File: src/hdl/dpdc_pkg.sv
package dpdc_pkg;
  // ****************************************
  // clock and timing figures
  // ****************************************
  localparam int CLK_PERIOD_PS = 10000;
  localparam int T_CS_HOLD_AFTER_CKE_FALL_PS = 5000;
  localparam int T_CLOCK_HOLD_AFTER_CKE_FALL_PS = 5000;
  localparam int T_CLOCK_STABLE_BEFORE_CKE_RISE_PS = 1750;
  localparam int T_CKE_MIN_PS = 7500;
  localparam int T_XP_PS = 7500;
  localparam int T_DQSCK_MAX_PS = 3600;
  localparam int T_DQSS_MAX_PS = 1250;
  localparam int T_DQS2DQ_MAX_PS = 800;
  localparam int T_WR_PS = 18000;
  localparam int T_MODE_WRITE_TO_CKE_PS = 14000;
  localparam int T_REFRESH_LIMIT_PS = 3904000;
  localparam int READ_LATENCY = 14;
  localparam int WRITE_LATENCY = 8;
  localparam int BURST_LENGTH = 16;
  localparam int WRITE_RECOVERY_CYC = 6;
  localparam int POSTAMBLE_SHORT_CYC = 1;
  localparam int POSTAMBLE_LONG_CYC = 2;
  localparam int AP_EXTRA_CYC = 2;
  localparam int TERM_FIELD_LSB = 4;
  localparam int TERM_FIELD_MSB = 6;
  localparam int POSTAMBLE_BIT = 7;
  localparam int DQ_TERM_FIELD_LSB = 0;
  localparam int DQ_TERM_FIELD_MSB = 2;

  // least time, rounded up, at least one cycle
  function automatic int cyc_up(input int t_ps);
    int c;
    c = (t_ps + CLK_PERIOD_PS - 1) / CLK_PERIOD_PS;
    return (c < 1) ? 1 : c;
  endfunction : cyc_up

  localparam int CS_HOLD_CYC = cyc_up(T_CS_HOLD_AFTER_CKE_FALL_PS);
  localparam int CLOCK_HOLD_CYC = cyc_up(T_CLOCK_HOLD_AFTER_CKE_FALL_PS);
  localparam int CLOCK_STABLE_CYC = cyc_up(T_CLOCK_STABLE_BEFORE_CKE_RISE_PS);
  localparam int CKE_MIN_CYC = cyc_up(T_CKE_MIN_PS);
  localparam int XP_CYC = cyc_up(T_XP_PS);
  localparam int READ_TO_CKE_CYC = READ_LATENCY + cyc_up(T_DQSCK_MAX_PS) + BURST_LENGTH / 2;
  localparam int WRITE_TO_CKE_CYC = WRITE_LATENCY + cyc_up(T_DQSS_MAX_PS + T_DQS2DQ_MAX_PS)
                                    + BURST_LENGTH / 2;
  localparam int MODE_WRITE_TO_CKE_CYC = cyc_up(T_MODE_WRITE_TO_CKE_PS);
  localparam int REFRESH_LIMIT_CYC = T_REFRESH_LIMIT_PS / CLK_PERIOD_PS;

  // ****************************************
  // link commands and states
  // ****************************************
  typedef enum logic [3:0] {
    DPDC_CMD_NOP, DPDC_CMD_ACT, DPDC_CMD_PRE, DPDC_CMD_REF, DPDC_CMD_RD, DPDC_CMD_RDA,
    DPDC_CMD_WR, DPDC_CMD_WRA, DPDC_CMD_MRR, DPDC_CMD_MRW, DPDC_CMD_OSC
  } dpdc_cmd_e;

  typedef enum logic [1:0] {
    DPDC_MODE_IDLE, DPDC_MODE_ACTIVE, DPDC_MODE_SELF_REFRESH
  } dpdc_mode_e;

  typedef logic [9:0] dpdc_cnt_t;
endpackage : dpdc_pkg

File: src/hdl/dpdc_link_if.sv
`timescale 1ns/1ns
`default_nettype none
interface dpdc_link_if;
  logic cke;
  logic cs;
  logic [5:0] ca;
  logic ck_run;

  modport ctrl (output cke, output cs, output ca, output ck_run);
  modport dev (input cke, input cs, input ca, input ck_run);
endinterface : dpdc_link_if
`default_nettype wire

File: src/hdl/dpdc_controller.sv
`timescale 1ns/1ns
`default_nettype none
module dpdc_controller
  import dpdc_pkg::*;
#(
  parameter int REFRESH_LIMIT = REFRESH_LIMIT_CYC
)
(
  input wire logic ref_clk_in,
  input wire logic reset_in,
  input wire logic ce_in,
  dpdc_link_if.ctrl link,
  input wire logic cmd_valid_in,
  input wire dpdc_cmd_e cmd_in,
  input wire logic osc_done_in,
  input wire logic pd_req_in,
  input wire logic wake_req_in,
  input wire logic clk_stop_req_in,
  input wire logic self_refresh_in,
  input wire logic [7:0] burst_preamble_config_register_in,
  output logic cmd_ready_out,
  output logic pd_ready_out,
  output logic in_power_down_out,
  output logic clk_change_ok_out
);
  // ****************************************
  // helpers
  // ****************************************
  function automatic dpdc_cnt_t max_cnt(input dpdc_cnt_t a, input dpdc_cnt_t b);
    return (a > b) ? a : b;
  endfunction : max_cnt

  function automatic dpdc_cnt_t dec_cnt(input dpdc_cnt_t a);
    return (a != '0) ? a - 10'h001 : a;
  endfunction : dec_cnt

  typedef enum logic [2:0] {
    DPDC_ST_ACTIVE, DPDC_ST_ENTER, DPDC_ST_SLEEP, DPDC_ST_CLK_STABLE, DPDC_ST_EXIT
  } dpdc_state_e;

  localparam dpdc_cnt_t READ_GAP = dpdc_cnt_t'(READ_TO_CKE_CYC);
  localparam dpdc_cnt_t WRITE_GAP = dpdc_cnt_t'(WRITE_TO_CKE_CYC + cyc_up(T_WR_PS));
  localparam dpdc_cnt_t WRITE_AP_GAP = dpdc_cnt_t'(WRITE_TO_CKE_CYC + WRITE_RECOVERY_CYC
                                                    + AP_EXTRA_CYC + 1);
  localparam dpdc_cnt_t ENTER_GAP = dpdc_cnt_t'((CS_HOLD_CYC > CLOCK_HOLD_CYC) ?
                                                 CS_HOLD_CYC : CLOCK_HOLD_CYC);
  localparam dpdc_cnt_t EXIT_GAP = dpdc_cnt_t'((CKE_MIN_CYC > XP_CYC) ? CKE_MIN_CYC : XP_CYC);

  dpdc_state_e state;
  dpdc_state_e next_state;
  dpdc_cnt_t busy_cnt;
  dpdc_cnt_t next_busy;
  dpdc_cnt_t phase_cnt;
  logic [31:0] sleep_cnt;
  logic osc_run;
  logic take_cmd;
  logic phase_done;
  logic too_long;
  dpdc_cnt_t read_gap_now;

  // ****************************************
  // command acceptance and busy window
  // ****************************************
  assign cmd_ready_out = (state == DPDC_ST_ACTIVE) && (phase_cnt == '0) && !pd_req_in;
  assign take_cmd = ce_in && cmd_valid_in && cmd_ready_out && (cmd_in != DPDC_CMD_NOP);
  assign read_gap_now = READ_GAP + (burst_preamble_config_register_in[POSTAMBLE_BIT] ?
                        dpdc_cnt_t'(POSTAMBLE_LONG_CYC) : dpdc_cnt_t'(POSTAMBLE_SHORT_CYC));

  always_comb begin
    next_busy = dec_cnt(busy_cnt);
    if (take_cmd) begin
      unique case (cmd_in)
        DPDC_CMD_RD, DPDC_CMD_RDA, DPDC_CMD_MRR: next_busy = max_cnt(next_busy, read_gap_now);
        DPDC_CMD_WR: next_busy = max_cnt(next_busy, WRITE_GAP);
        DPDC_CMD_WRA: next_busy = max_cnt(next_busy, WRITE_AP_GAP);
        DPDC_CMD_MRW: next_busy = max_cnt(next_busy, dpdc_cnt_t'(MODE_WRITE_TO_CKE_CYC));
        default: next_busy = next_busy;
      endcase
    end
  end

  always_ff @(posedge ref_clk_in or posedge reset_in) begin
    if (reset_in) begin
      busy_cnt <= '0;
    end else if (ce_in) begin
      busy_cnt <= next_busy;
    end
  end

  // strobe oscillator run holds off power-down until it reports done
  always_ff @(posedge ref_clk_in or posedge reset_in) begin
    if (reset_in) begin
      osc_run <= 1'b0;
    end else if (ce_in) begin
      if (take_cmd && cmd_in == DPDC_CMD_OSC) begin
        osc_run <= 1'b1;
      end else if (osc_done_in) begin
        osc_run <= 1'b0;
      end
    end
  end

  assign pd_ready_out = (state == DPDC_ST_ACTIVE) && (busy_cnt == '0) && !osc_run
                        && (phase_cnt == '0);

  // ****************************************
  // power-down sequencer
  // ****************************************
  assign phase_done = (phase_cnt == '0);
  // self-refresh keeps its own refresh; plain sleep must wake for refresh
  assign too_long = !self_refresh_in && (sleep_cnt >= 32'(REFRESH_LIMIT));

  always_comb begin
    next_state = state;
    unique case (state)
      DPDC_ST_ACTIVE: if (pd_req_in && pd_ready_out && ce_in) next_state = DPDC_ST_ENTER;
      DPDC_ST_ENTER: if (phase_done) next_state = DPDC_ST_SLEEP;
      DPDC_ST_SLEEP: if (phase_done && (wake_req_in || too_long)) next_state = DPDC_ST_CLK_STABLE;
      DPDC_ST_CLK_STABLE: if (phase_done) next_state = DPDC_ST_EXIT;
      DPDC_ST_EXIT: if (phase_done) next_state = DPDC_ST_ACTIVE;
    endcase
  end

  always_ff @(posedge ref_clk_in or posedge reset_in) begin
    if (reset_in) begin
      state <= DPDC_ST_ACTIVE;
    end else if (ce_in) begin
      state <= next_state;
    end
  end

  // phase timer reloads on each state change and counts down to zero
  always_ff @(posedge ref_clk_in or posedge reset_in) begin
    if (reset_in) begin
      phase_cnt <= '0;
    end else if (ce_in) begin
      if (next_state != state) begin
        unique case (next_state)
          DPDC_ST_ENTER: phase_cnt <= ENTER_GAP - 10'h001;
          DPDC_ST_SLEEP: phase_cnt <= dpdc_cnt_t'(CKE_MIN_CYC) - 10'h001;
          DPDC_ST_CLK_STABLE: phase_cnt <= dpdc_cnt_t'(CLOCK_STABLE_CYC) - 10'h001;
          DPDC_ST_EXIT: phase_cnt <= EXIT_GAP - 10'h001;
          default: phase_cnt <= '0;
        endcase
      end else begin
        phase_cnt <= dec_cnt(phase_cnt);
      end
    end
  end

  always_ff @(posedge ref_clk_in or posedge reset_in) begin
    if (reset_in) begin
      sleep_cnt <= '0;
    end else if (ce_in) begin
      if (state == DPDC_ST_SLEEP) begin
        sleep_cnt <= sleep_cnt + 32'h00000001;
      end else begin
        sleep_cnt <= '0;
      end
    end
  end

  // ****************************************
  // link drive
  // ****************************************
  always_ff @(posedge ref_clk_in or posedge reset_in) begin
    if (reset_in) begin
      link.cke <= 1'b1;
      link.cs <= 1'b0;
      link.ca <= 6'h00;
      link.ck_run <= 1'b1;
    end else if (ce_in) begin
      link.cke <= !(next_state == DPDC_ST_ENTER || next_state == DPDC_ST_SLEEP
                    || next_state == DPDC_ST_CLK_STABLE);
      // cs low and ca quiet through entry and sleep
      link.cs <= take_cmd;
      link.ca <= take_cmd ? {2'h0, cmd_in} : 6'h00;
      // clock may stop only deep in sleep, never in the guarded windows
      link.ck_run <= !(next_state == DPDC_ST_SLEEP && state == DPDC_ST_SLEEP
                       && clk_stop_req_in && !wake_req_in && !too_long);
    end
  end

  assign in_power_down_out = (state == DPDC_ST_SLEEP);
  assign clk_change_ok_out = (state == DPDC_ST_SLEEP) && phase_done;
endmodule : dpdc_controller
`default_nettype wire

File: src/flat_wrapper.sv
// flat-port wrapper written by rule: the top's interface ports become plain ports
module dpdc_controller_flat import dpdc_pkg::*;
#(
  parameter int REFRESH_LIMIT = REFRESH_LIMIT_CYC
)
  (ref_clk_in, reset_in, ce_in, cmd_valid_in, cmd_in, osc_done_in, pd_req_in, wake_req_in, clk_stop_req_in, self_refresh_in, burst_preamble_config_register_in, cmd_ready_out, pd_ready_out, in_power_down_out, clk_change_ok_out, link_cke, link_cs, link_ca, link_ck_run);
  dpdc_link_if link_i ();
  input wire logic ref_clk_in;
  input wire logic reset_in;
  input wire logic ce_in;
  input wire logic cmd_valid_in;
  input wire dpdc_cmd_e cmd_in;
  input wire logic osc_done_in;
  input wire logic pd_req_in;
  input wire logic wake_req_in;
  input wire logic clk_stop_req_in;
  input wire logic self_refresh_in;
  input wire logic [7:0] burst_preamble_config_register_in;
  output logic cmd_ready_out;
  output logic pd_ready_out;
  output logic in_power_down_out;
  output logic clk_change_ok_out;
  output wire logic [$bits(link_i.cke)-1:0] link_cke;
  output wire logic [$bits(link_i.cs)-1:0] link_cs;
  output wire logic [$bits(link_i.ca)-1:0] link_ca;
  output wire logic [$bits(link_i.ck_run)-1:0] link_ck_run;
  assign link_cke = link_i.cke;
  assign link_cs = link_i.cs;
  assign link_ca = link_i.ca;
  assign link_ck_run = link_i.ck_run;
  dpdc_controller #(.REFRESH_LIMIT(REFRESH_LIMIT)) u_core (.ref_clk_in(ref_clk_in), .reset_in(reset_in), .ce_in(ce_in), .link(link_i), .cmd_valid_in(cmd_valid_in), .cmd_in(cmd_in), .osc_done_in(osc_done_in), .pd_req_in(pd_req_in), .wake_req_in(wake_req_in), .clk_stop_req_in(clk_stop_req_in), .self_refresh_in(self_refresh_in), .burst_preamble_config_register_in(burst_preamble_config_register_in), .cmd_ready_out(cmd_ready_out), .pd_ready_out(pd_ready_out), .in_power_down_out(in_power_down_out), .clk_change_ok_out(clk_change_ok_out));
endmodule
File: config.mk
export PLATFORM = sky130hd
export DESIGN_NAME = dpdc_controller_flat
export DESIGN_NICKNAME = d
export VERILOG_FILES = /design/src/hdl/dpdc_pkg.sv /design/src/hdl/dpdc_link_if.sv /design/src/hdl/dpdc_controller.sv /design/src/flat_wrapper.sv
export SDC_FILE = /design/constraint.sdc
export NUM_CORES = 1
export LEC_CHECK = 0
export BUFFER_PORTS_ARGS = -buffer_cell sky130_fd_sc_hd__buf_2
export CORE_MARGIN = 5
export CORE_UTILIZATION = 55
export DETAILED_ROUTE_END_ITERATION = 7
export GPL_TIMING_DRIVEN = 0
export PLACE_DENSITY = 0.78
export SYNTH_ARGS = -nofsm -noshare
export SYNTH_HDL_FRONTEND = slang
export SYNTH_SLANG_ARGS = --single-unit
File: constraint.sdc
create_clock -name ref_clk_in -period 7.1 [get_ports ref_clk_in]
set_clock_uncertainty 0.1 [all_clocks]
set_input_delay 0 -clock ref_clk_in [delete_from_list [all_inputs] [get_ports ref_clk_in]]
set_output_delay 0 -clock ref_clk_in [all_outputs]
set_load 0.005 [all_outputs]
Yosys cells after proc, flatten, opt, wreduce, memory -nomap -nowiden
Cells that the tools add are included.
{"block": "totals", "wordCells": 92, "output_inout_bits": 13, "in_bits": 21, "ff_bits": 65}
{"block": "classes", "magnitude_cmp": 5, "n_eq_ne": 15, "addsub": 4, "muxes": 20, "reduce_logical": 39}
{"op": "2-to-1 mux 10 bit", "count": 8}
{"op": "one-hot mux 10 bit (4 select lines)", "count": 1}
{"op": "adder 32 x 1 -> 32 bit (second input constant)", "count": 1}
{"op": ">= comparator 32 x 9 -> 1 bit (second input constant)", "count": 1}
{"op": "2-to-1 mux 32 bit", "count": 1}
{"op": "> comparator 10 x 5 -> 1 bit (second input constant)", "count": 2}
{"op": "zero test 10 bit", "count": 2}
{"op": "nonzero test 10 bit", "count": 2}
{"op": "subtractor 10 x 1 -> 10 bit (second input constant)", "count": 2}
{"op": "logical AND 1 bit", "count": 18}
{"op": "== test 4 x 3 -> 1 bit (second input constant)", "count": 4}
{"op": "2-to-1 mux 3 bit", "count": 5}
{"op": "one-hot mux 3 bit (5 select lines)", "count": 1}
{"op": "== test 3 x 2 -> 1 bit (second input constant)", "count": 4}
{"op": "== test 4 bit (second input constant)", "count": 3}
{"op": "adder 5 x 10 -> 10 bit (first input constant)", "count": 1}
{"op": "> comparator 10 bit", "count": 1}
{"op": "> comparator 10 x 2 -> 1 bit (second input constant)", "count": 1}
{"op": "zero test 1 bit", "count": 7}
{"op": "== test 3 x 1 -> 1 bit (second input constant)", "count": 2}
{"op": "2-to-1 mux 4 bit", "count": 1}
{"op": "AND reduction 2 bit", "count": 2}
{"op": "nonzero test 2 bit", "count": 2}
{"op": "nonzero test 4 bit", "count": 1}
{"op": "7 further kinds", "count": 10}

Depth between registers and ports, before layout
Gate-level depths: netlist of run 1.
{"block": "depth", "word_depth": 14, "mapped_depth": 14, "depth_no_buf": 12}

Least setup slack after synthesis of run 1
Ideal clock, no wire load.
{"block": "synth_path", "path_type": "register -> register", "startpoint": "reg u_core.busy_cnt[0]", "endpoint": "reg u_core.busy_cnt[4]", "stages_incl_launch_ff": 15, "path_buffers": 2, "setup_slack_ns": 3.684, "period_less_slack_ns": 3.416, "arrival_ns": 3.190, "t_required_ns": 6.874, "setup_time_ns": 0.126, "path_cell_list": "dfrtp_1 clkbuf_1 inv_1 ha_1 or4b_4 buf_6 nor3_4 xnor2_1 ha_1 nor2_1 nor3_1 a2111oi_2 or4b_1 o2111ai_1 a221o_1"}
{"block": "synth_via", "elab_chain_cells": 6, "elab_cells_between_ends": 13, "classes_between": "add/sub: 1; order compare: 4; mux: 7; reduce/logical: 1"}
{"element": "from (decl)", "line_no": "dpdc_controller.sv:51", "source": "dpdc_cnt_t busy_cnt;"}
{"element": "from (signal assigned)", "line_no": "dpdc_controller.sv:86", "source": "busy_cnt <= next_busy;"}
{"element": "subtractor 10 x 1 -> 10 bit / nonzero test 10 bit (equally long branches)", "line_no": "dpdc_controller.sv:34", "source": "return (a != '0) ? a - 10'h001 : a;"}
{"element": "2-to-1 mux 10 bit (*)", "line_no": "dpdc_controller.sv:34"}
{"element": "> comparator 10 x 2 -> 1 bit, or another cell as far along", "line_no": "dpdc_controller.sv:30", "source": "return (a > b) ? a : b;"}
{"element": "2-to-1 mux 10 bit", "line_no": "dpdc_controller.sv:30"}
{"element": "one-hot mux 10 bit (4 select lines)", "line_no": "dpdc_controller.sv:72", "source": "unique case (cmd_in)"}
{"element": "2-to-1 mux 10 bit (*)", "line_no": "dpdc_controller.sv:71", "source": "if (take_cmd) begin"}
Every way passes the cells marked *; elsewhere a longest branch is shown, timed or not.
A chain may end at the register's enable or synchronous reset.

Worst setup path after layout of run 1
{"block": "layout_path", "startpoint": "reg u_core.busy_cnt[0]", "endpoint": "reg u_core.busy_cnt[0]"}
Same word-level chain as after synthesis.

==> summary.md, run 1 <==
| Metric | Value |
|---|---|
| Mapped Area | `0.00393 mm²` |
| Num CTS Buffers | `9` |
| Clock Tree Buf Depth | `2` |
| R2r setup slk | `2.92 ns` |
| Worst slack, placed | `3.18 ns` |
| Ys Warns | `0` |
| CTS sink count | `63` |
| Data required, critical path | `slightly above 7 ns` |
| Antenna Cells | `0` |
| Final slew viol count | `0` |
| CP max-delay cell | `dlygate4sd3_1` |
| CTS H-Tree Depth | `3` |
| Final setup fails | `0` |
| Buffers on Ports | `22` |
| Largest fanout on the critical path | `8` |
| Largest area contributor in the netlist | `dfrtp_1` |
| Share of the synthesized area in the top cell type | `0.389` |
| Pwr/cell area | `between 200 and 300 mW/mm²` |
| Share of layout cells above drive strength 1 | `0.124` |
| Pin count of the biggest net entering global routing | `36` |
| Reg clk slew, reported paths | `0.07 ns` |
| Fillers | `576` |
| Post-Syn Instances | `447` |
| Routed vias/inst | `5.98` |
| Max-Cap Viols | `0` |
| First-pass GRT wire length | `~17,000 µm` |
| Initial antenna violation count | `0` |
| Post-synth EDFFs | `0` |
| Synth top area cells | `dfrtp_1 39%, xor2_1 5.6%, nor2_1 5.4%, nand2_1 4.2%, xnor2_1 3.3%` |
| Die Wd | `94.5 µm` |
| Global Route Usage Sum | `0.233` |
| Crit path cell chain | `clkbuf_1 -> inv_1 -> ha_1 -> or4b_4 -> buf_6 -> nor3_4 -> xnor2_1 -> ha_1 -> nor2_1 -> nor3_1 -> a2111oi_2 -> nor3b_1 -> nand4_1 -> dlygate4sd3_1 -> o211ai_1` |
| Die H | `~95 µm` |
| Register area share after synthesis | `0.402` |
| RSZ-0062 raised after global routing | `false` |
| Drt initial violations | `272` |
| CP bufs+invs | `4` |
| Vias in the first global route | `3,515` |
| Iteration count of the initial detailed-routing pass | `5` |
| Synth Register Bits | `63` |
| Fmax | `239 MHz` |
| Outcome | `completed` |
| Commonest non-fill, non-tap cells in the layout | `61 x dfrtp_1, 57 x nor2_1, 44 x nand2_1` |
| Slew margin rel. | `0.410` |
| Ys flop type | `dfrtp_1` |
| DR vias | `3,559` |
| Io pins | `34` |
| Hold endpoint | `u_core.link.ca[2]$_DFFE_PP0P_` |
| Global Route met1 Usage | `0.297` |
| FF-to-FF path depth | `15` |
| Post-route setup slack | `slightly below 3 ns` |
| Most common cell after layout, fill and taps aside | `dfrtp_1` |
| Hold path depth | `3` |
| WS Path Type | `flop to flop` |
| Area Growth Syn to Fin | `14.0%` |
| Initial Util | `0.572` |
| Nets | `520` |
| Minimum clock period | `4.18 ns` |
| Crit path from | `u_core.busy_cnt[0]$_DFFE_PP0P_` |
| Unique masters post-synth | `73` |
| CTS root buffer | `clkbuf_8` |
| CP delay by family, top | `simple AND/OR/NAND/NOR gates` |
| DRC | `0` |
| Final antenna-violating net count | `0` |
| Grt ovf | `0` |
| Final wirelength | `roughly 9300 µm` |
| GR peak layer | `met2` |
| Max incr delay on CP | `0.56 ns` |
| Core footprint | `0.00687 mm²` |
| Final period util | `0.589` |
| RR Startpoint | `u_core.busy_cnt[0]$_DFFE_PP0P_` |
| Placer congestion estimate | `0.913` |
| HPWL after DPL | `between 6000 and 7000 µm` |
| CP startpoint kind | `flop` |
| Fin. Hold Viols | `0` |
| Post-CTS Resized | `0` |
| R2r endpoint | `u_core.busy_cnt[0]$_DFFE_PP0P_` |
| CTS tree | `built` |
| Maximum VDD drop | `0.185 mV` |
| Cell row count | `30` |
| Worst Tran Pin Value | `0.876 ns` |
| Mapped Avg Cell Area | `8.79 µm²` |
| Ys async rst share | `1.00` |
| Setup crit end kind | `flop` |
| Global routing usage on met3 | `0.0414` |
| Leakage Power | `1.88 nW` |
| DIE AREA | `0.00893 mm²` |
| Met2 usage in global routing | `0.389` |
| Worst min-delay path class | `input pin to flop` |
| Critical Path AT | `about 4.3 ns` |
| Clock latency on the worst-skew pair | `0.35 ns` |
| Min Hold Slack | `0.0129 ns` |
| Total negative slack | `0 ns` |
| Drt wl/cell | `15.7 µm` |
| Crit-path most repeated cell | `ha_1` |
| Hold Path Origin | `pd_req_in` |
[flip-flops by register name, indices dropped and copies added, names as in the netlist]
| name | flops |
|---|---|
| u_core.busy_cnt | 10 |
| u_core.link.ca | 4 |
| u_core.phase_cnt | 10 |
| u_core.sleep_cnt | 32 |
| u_core.link.cke | 1 |
| u_core.link.cs | 1 |
| u_core.osc_run | 1 |
| u_core.link.ck_run | 1 |
| u_core.state | 3 |
[through the flow]
stage / util / cells / instance area, µm² / total power, mW
floorplan: - / 448 / 3930 / 0.915
global placement: 0.606 / 566 / 4160 / 1.02
detailed placement: 0.609 / 567 / 4180 / 1.04
CTS: 0.652 / 595 / 4480 / 1.32
global route: 0.652 / 595 / 4480 / 1.42
finish: 0.652 / 595 / 4480 / 1.32
[cell usage after synthesis (6+ instances only)]
cell,number
a21o_1,6
a21oi_1,9
and3_1,8
clkbuf_1,16
dfrtp_1,61
inv_1,11
nand2_1,44
nand2b_1,6
nand3_1,24
nand4_1,15
nor2_1,57
nor3_1,14
nor4_1,18
o21ai_0,19
xnor2_1,15
xor2_1,25
[worst min-delay path: stages]
cell,delay (ns)
buf_2,0.14
nor4b_4,0.08
a22o_1,0.20
[routing by layer]
layer	vias up	routed length (µm)
met1	1720	4100
met5	-	0
met2	103	4640
met3	15	429
li1	1721	-
met4	0	177
[power breakdown]
group          internal (mW)  total, mW  switching, mW
combinational          0.215      0.555          0.340
sequential             0.425      0.489         0.0644
clock                  0.135      0.281          0.145
[kinds of logic (layout without fill, tap and decap cells)]
group / after synthesis / after routing / synth area share
compound gates: 79 / 79 / 0.145
fa+ha+maj: 5 / 5 / 0.0159
buf+inv: 35 / 86 / 0.0398
other cells: 1 / 2 / 0.000954
xor+xnor: 40 / 40 / 0.0892
mux: 4 / 4 / 0.0105
simple gates: 220 / 220 / 0.297
flops: 63 / 63 / 0.402
[worst max-delay path by stage]
stage | end | slack, ns | cells past startpoint
after floorplan | u_core.busy_cnt[4]$_DFFE_PP0P_ | 3.68 | 14
after global placement | u_core.busy_cnt[4]$_DFFE_PP0P_ | 3.22 | 14
after detailed placement | u_core.busy_cnt[4]$_DFFE_PP0P_ | 3.18 | 14
after CTS | u_core.busy_cnt[0]$_DFFE_PP0P_ | 2.93 | 15
after global routing | u_core.busy_cnt[0]$_DFFE_PP0P_ | 2.67 | 15
final | u_core.busy_cnt[0]$_DFFE_PP0P_ | 2.92 | 15
[what timing repair did]
item,4_1_cts,5_1_grt
setup buffers,0,0
hold buffers,12,0
hold endpoints to repair,40,0
[cell type report]
class / count / area (µm²) / area share
Multi-Input combinational cell: 350 / 2200 / 0.491
Sequential cell: 63 / 1580 / 0.353
Timing Repair Buffer: 35 / 250 / 0.0559
Clock buffer: 11 / 141 / 0.0316
Tap cell: 96 / 120 / 0.0268
Buffer: 23 / 111 / 0.0249
Inverter: 12 / 45.0 / 0.0101
Clock inverter: 5 / 33.8 / 0.00754
No activity file was read; power rests on OpenSTA's default activity.
==> inputs of run 2 (changes only) <==
--- a/config.mk
+++ b/config.mk
@@ -7,10 +7,10 @@
 export LEC_CHECK = 0
 export BUFFER_PORTS_ARGS = -buffer_cell sky130_fd_sc_hd__buf_2
 export CORE_MARGIN = 5
-export CORE_UTILIZATION = 55
+export CORE_UTILIZATION = 54
 export DETAILED_ROUTE_END_ITERATION = 7
 export GPL_TIMING_DRIVEN = 0
-export PLACE_DENSITY = 0.78
+export PLACE_DENSITY = 0.8
 export SYNTH_ARGS = -nofsm -noshare
 export SYNTH_HDL_FRONTEND = slang
 export SYNTH_SLANG_ARGS = --single-unit
==> constraint.sdc (replaced) <==
create_clock -name ref_clk_in -period 3.8 [get_ports ref_clk_in]
set_clock_uncertainty 0.1 [all_clocks]
set_input_delay 0 -clock ref_clk_in [delete_from_list [all_inputs] [get_ports ref_clk_in]]
set_output_delay 0 -clock ref_clk_in [all_outputs]
set_load 0.005 [all_outputs]
==> run 2 against run 1 <==
  * Sequential cell count did not move
  * Global-route usage down 0.56 points
  * Critical path depth shrank 2
  * Largest power group unchanged
==> summary.md, run 2 (synthesized netlist as in run 1, its figures left out) <==
| Metric | Value |
|---|---|
| Outcome | `completed (unchanged)` |
| Grt ovf | `0 (unchanged)` |
| Slew margin rel. | `0.416 (was 0.410)` |
| Area Growth Syn to Fin | `16.9% (was 14.0%)` |
| CP startpoint kind | `flop (unchanged)` |
| Reg clk slew, reported paths | `0.08 ns (was 0.07 ns)` |
| Fillers | `621 (was 576)` |
| Max reg flops | `32 (unchanged)` |
| Pwr/cell area | `578 mW/mm² (was 296 mW/mm²)` |
| R2r setup slk | `0.14 ns (was 2.92 ns)` |
| Io pins | `34 (unchanged)` |
| Setup crit end kind | `flop (unchanged)` |
| First-pass GRT wire length | `16,200 µm (was 16,500 µm)` |
| Largest registers | `u_core.sleep_cnt: 32 flops, u_core.busy_cnt: 10 flops, u_core.phase_cnt: 10 flops (unchanged)` |
| FF-to-FF path depth | `13 (was 15)` |
| Commonest non-fill, non-tap cells in the layout | `61 x dfrtp_1, 57 x nor2_1, 44 x nand2_1 (unchanged)` |
| Hold path depth | `3 (unchanged)` |
| Iteration count of the initial detailed-routing pass | `4 (was 5)` |
| Initial antenna violation count | `0 (unchanged)` |
| Cell row count | `31 (was 30)` |
| DR vias | `3,550 (was 3,559)` |
| CTS root buffer | `clkbuf_8 (unchanged)` |
| Critical Path AT | `3.80 ns (was 4.30 ns)` |
| CTS sink count | `63 (unchanged)` |
| R2r endpoint | `u_core.busy_cnt[4]$_DFFE_PP0P_ (was u_core.busy_cnt[0]$_DFFE_PP0P_)` |
| Die H | `95.3 µm (was 94.5 µm)` |
| Fin. Hold Viols | `0 (unchanged)` |
| Num CTS Buffers | `9 (unchanged)` |
| Fmax | `273 MHz (was 239 MHz)` |
| CTS tree | `built (unchanged)` |
| Final setup fails | `0 (unchanged)` |
| Share of layout cells above drive strength 1 | `0.140 (was 0.124)` |
| Total negative slack | `0 ns (unchanged)` |
| Drt initial violations | `204 (was 272)` |
| DIE AREA | `0.00908 mm² (was 0.00893 mm²)` |
| Core footprint | `0.00718 mm² (was 0.00687 mm²)` |
| WS Path Type | `flop to flop (unchanged)` |
| Maximum VDD drop | `0.321 mV (was 0.185 mV)` |
| Global Route Usage Sum | `0.227 (was 0.233)` |
| Largest fanout on the critical path | `8 (unchanged)` |
| Placer congestion estimate | `0.896 (was 0.913)` |
| Buffers on Ports | `22 (unchanged)` |
| Most common cell after layout, fill and taps aside | `dfrtp_1 (unchanged)` |
| Die Wd | `95.3 µm (was 94.5 µm)` |
| Max-Cap Viols | `0 (unchanged)` |
| RSZ-0062 raised after global routing | `false (unchanged)` |
| Final period util | `0.964 (was 0.589)` |
| Clock latency on the worst-skew pair | `0.35 ns (about the same)` |
| Worst min-delay path class | `input pin to flop (unchanged)` |
| Routed vias/inst | `5.93 (was 5.98)` |
| Antenna Cells | `0 (unchanged)` |
| Final slew viol count | `0 (unchanged)` |
| Clock Tree Buf Depth | `2 (unchanged)` |
| Hold Path Origin | `self_refresh_in (was pd_req_in)` |
| CTS H-Tree Depth | `3 (unchanged)` |
| Layout Utilization | `0.640 (was 0.652)` |
| Top reg by flops | `u_core.sleep_cnt (unchanged)` |
| Leakage Power | `1.94 nW (was 1.88 nW)` |
| Pin count of the biggest net entering global routing | `42 (was 36)` |
| Drt wl/cell | `15.3 µm (was 15.7 µm)` |
| RR Startpoint | `u_core.busy_cnt[0]$_DFFE_PP0P_ (unchanged)` |
| Hold endpoint | `u_core.link.ck_run$_DFFE_PP1P_ (was u_core.link.ca[2]$_DFFE_PP0P_)` |
| Data required, critical path | `3.93 ns (was 7.22 ns)` |
| Initial Util | `0.548 (was 0.572)` |
| Worst Tran Pin Value | `0.868 ns (was 0.876 ns)` |
| Final antenna-violating net count | `0 (unchanged)` |
| Minimum clock period | `3.66 ns (was 4.18 ns)` |
| HPWL after DPL | `6490 µm (was 6660 µm)` |
| DRC | `0 (unchanged)` |
| Nets | `521 (was 520)` |
| Vias in the first global route | `3,580 (was 3,515)` |
| Final wirelength | `9170 µm (was 9350 µm)` |
==> run 2: cell types whose count changed in the layout (fill, tap and decap cells not counted), moves of 2 or more <==
cell       change
clkbuf_1       -3
buf_16         +2
buf_4          +2
bufinv_16      +2
clkinv_2       -2
==> run 2: layout make-up <==
| type | count | area, µm² | share of cell area |
|---|---|---|---|
| multi-input combinational | 350 | 2210 | 0.481 |
| sequential | 63 | 1580 | 0.344 |
| timing repair buffer | 38 | 300 | 0.0654 |
| clock buffer | 10 | 138 | 0.0300 |
| tap | 99 | 124 | 0.0270 |
| buffer | 21 | 104 | 0.0226 |
| clock inverter | 6 | 92.6 | 0.0202 |
| inverter | 12 | 45.0 | 0.00981 |
==> run 2: stage by stage <==
| stage | worst slack (ns) | hold WS (ns) | instances | cell area, µm² | total power, mW |
|---|---|---|---|---|---|
| finish | 0.136 | 0.0167 | 599 | 4590 | 2.65 |
| global route | 0.00558 | 0.0202 | 599 | 4590 | 2.85 |
| CTS | 0.00122 | 0.000124 | 601 | 4590 | 2.65 |
| detailed placement | -0.0984 | -0.0340 | 571 | 4220 | 1.94 |
| global placement | -0.0288 | 0.169 | 569 | 4170 | 1.90 |
| floorplan | 0.384 | -0.0635 | 448 | 3930 | 1.71 |
==> run 2: critical path: stages, from the launching register on <==
cell	delay, ns
dfrtp_1	0.48
inv_2	0.13
ha_2	0.23
or4b_4	0.47
buf_6	0.15
nor3_4	0.26
xnor2_2	0.17
ha_1	0.27
nor2_1	0.14
nor3_1	0.08
a2111oi_2	0.39
or4b_4	0.22
o2111ai_1	0.11
a221o_1	0.34
==> run 2: what timing repair did <==
action,in CTS,in global routing
endpoints found under the setup margin,2,5
hold buffers,12,0
setup buffers,2,0
pin swaps,2,1
gates resized for setup,1,3
endpoints found under the hold margin,68,0
==> run 2: worst max path at each step <==
stage	from	endpoint	slack (ns)
4_1_cts	u_core.busy_cnt[0]$_DFFE_PP0P_	u_core.busy_cnt[4]$_DFFE_PP0P_	0.001
6_report	u_core.busy_cnt[0]$_DFFE_PP0P_	u_core.busy_cnt[4]$_DFFE_PP0P_	0.14
3_5_place_dp	u_core.busy_cnt[0]$_DFFE_PP0P_	u_core.busy_cnt[4]$_DFFE_PP0P_	-0.1
5_1_grt	u_core.busy_cnt[0]$_DFFE_PP0P_	u_core.busy_cnt[0]$_DFFE_PP0P_	0.006
3_3_place_gp	u_core.busy_cnt[0]$_DFFE_PP0P_	u_core.busy_cnt[4]$_DFFE_PP0P_	-0.03
2_1_floorplan	u_core.busy_cnt[0]$_DFFE_PP0P_	u_core.busy_cnt[4]$_DFFE_PP0P_	0.38
==> run 2: power breakdown <==
group,leakage (nW),total [mW],switching (mW),internal [mW]
clock network,0.109,0.677,0.287,0.390
registers,0.837,0.942,0.149,0.793
logic,0.996,1.03,0.617,0.416
==> run 2: routing by layer <==
layer / global-route usage / routed length (µm) / vias up
met5: 0 / 0 / -
met4: 0.113 / 231 / 0
met3: 0.0489 / 492 / 24
met2: 0.364 / 4460 / 110
met1: 0.289 / 3980 / 1702
li1: - / - / 1714
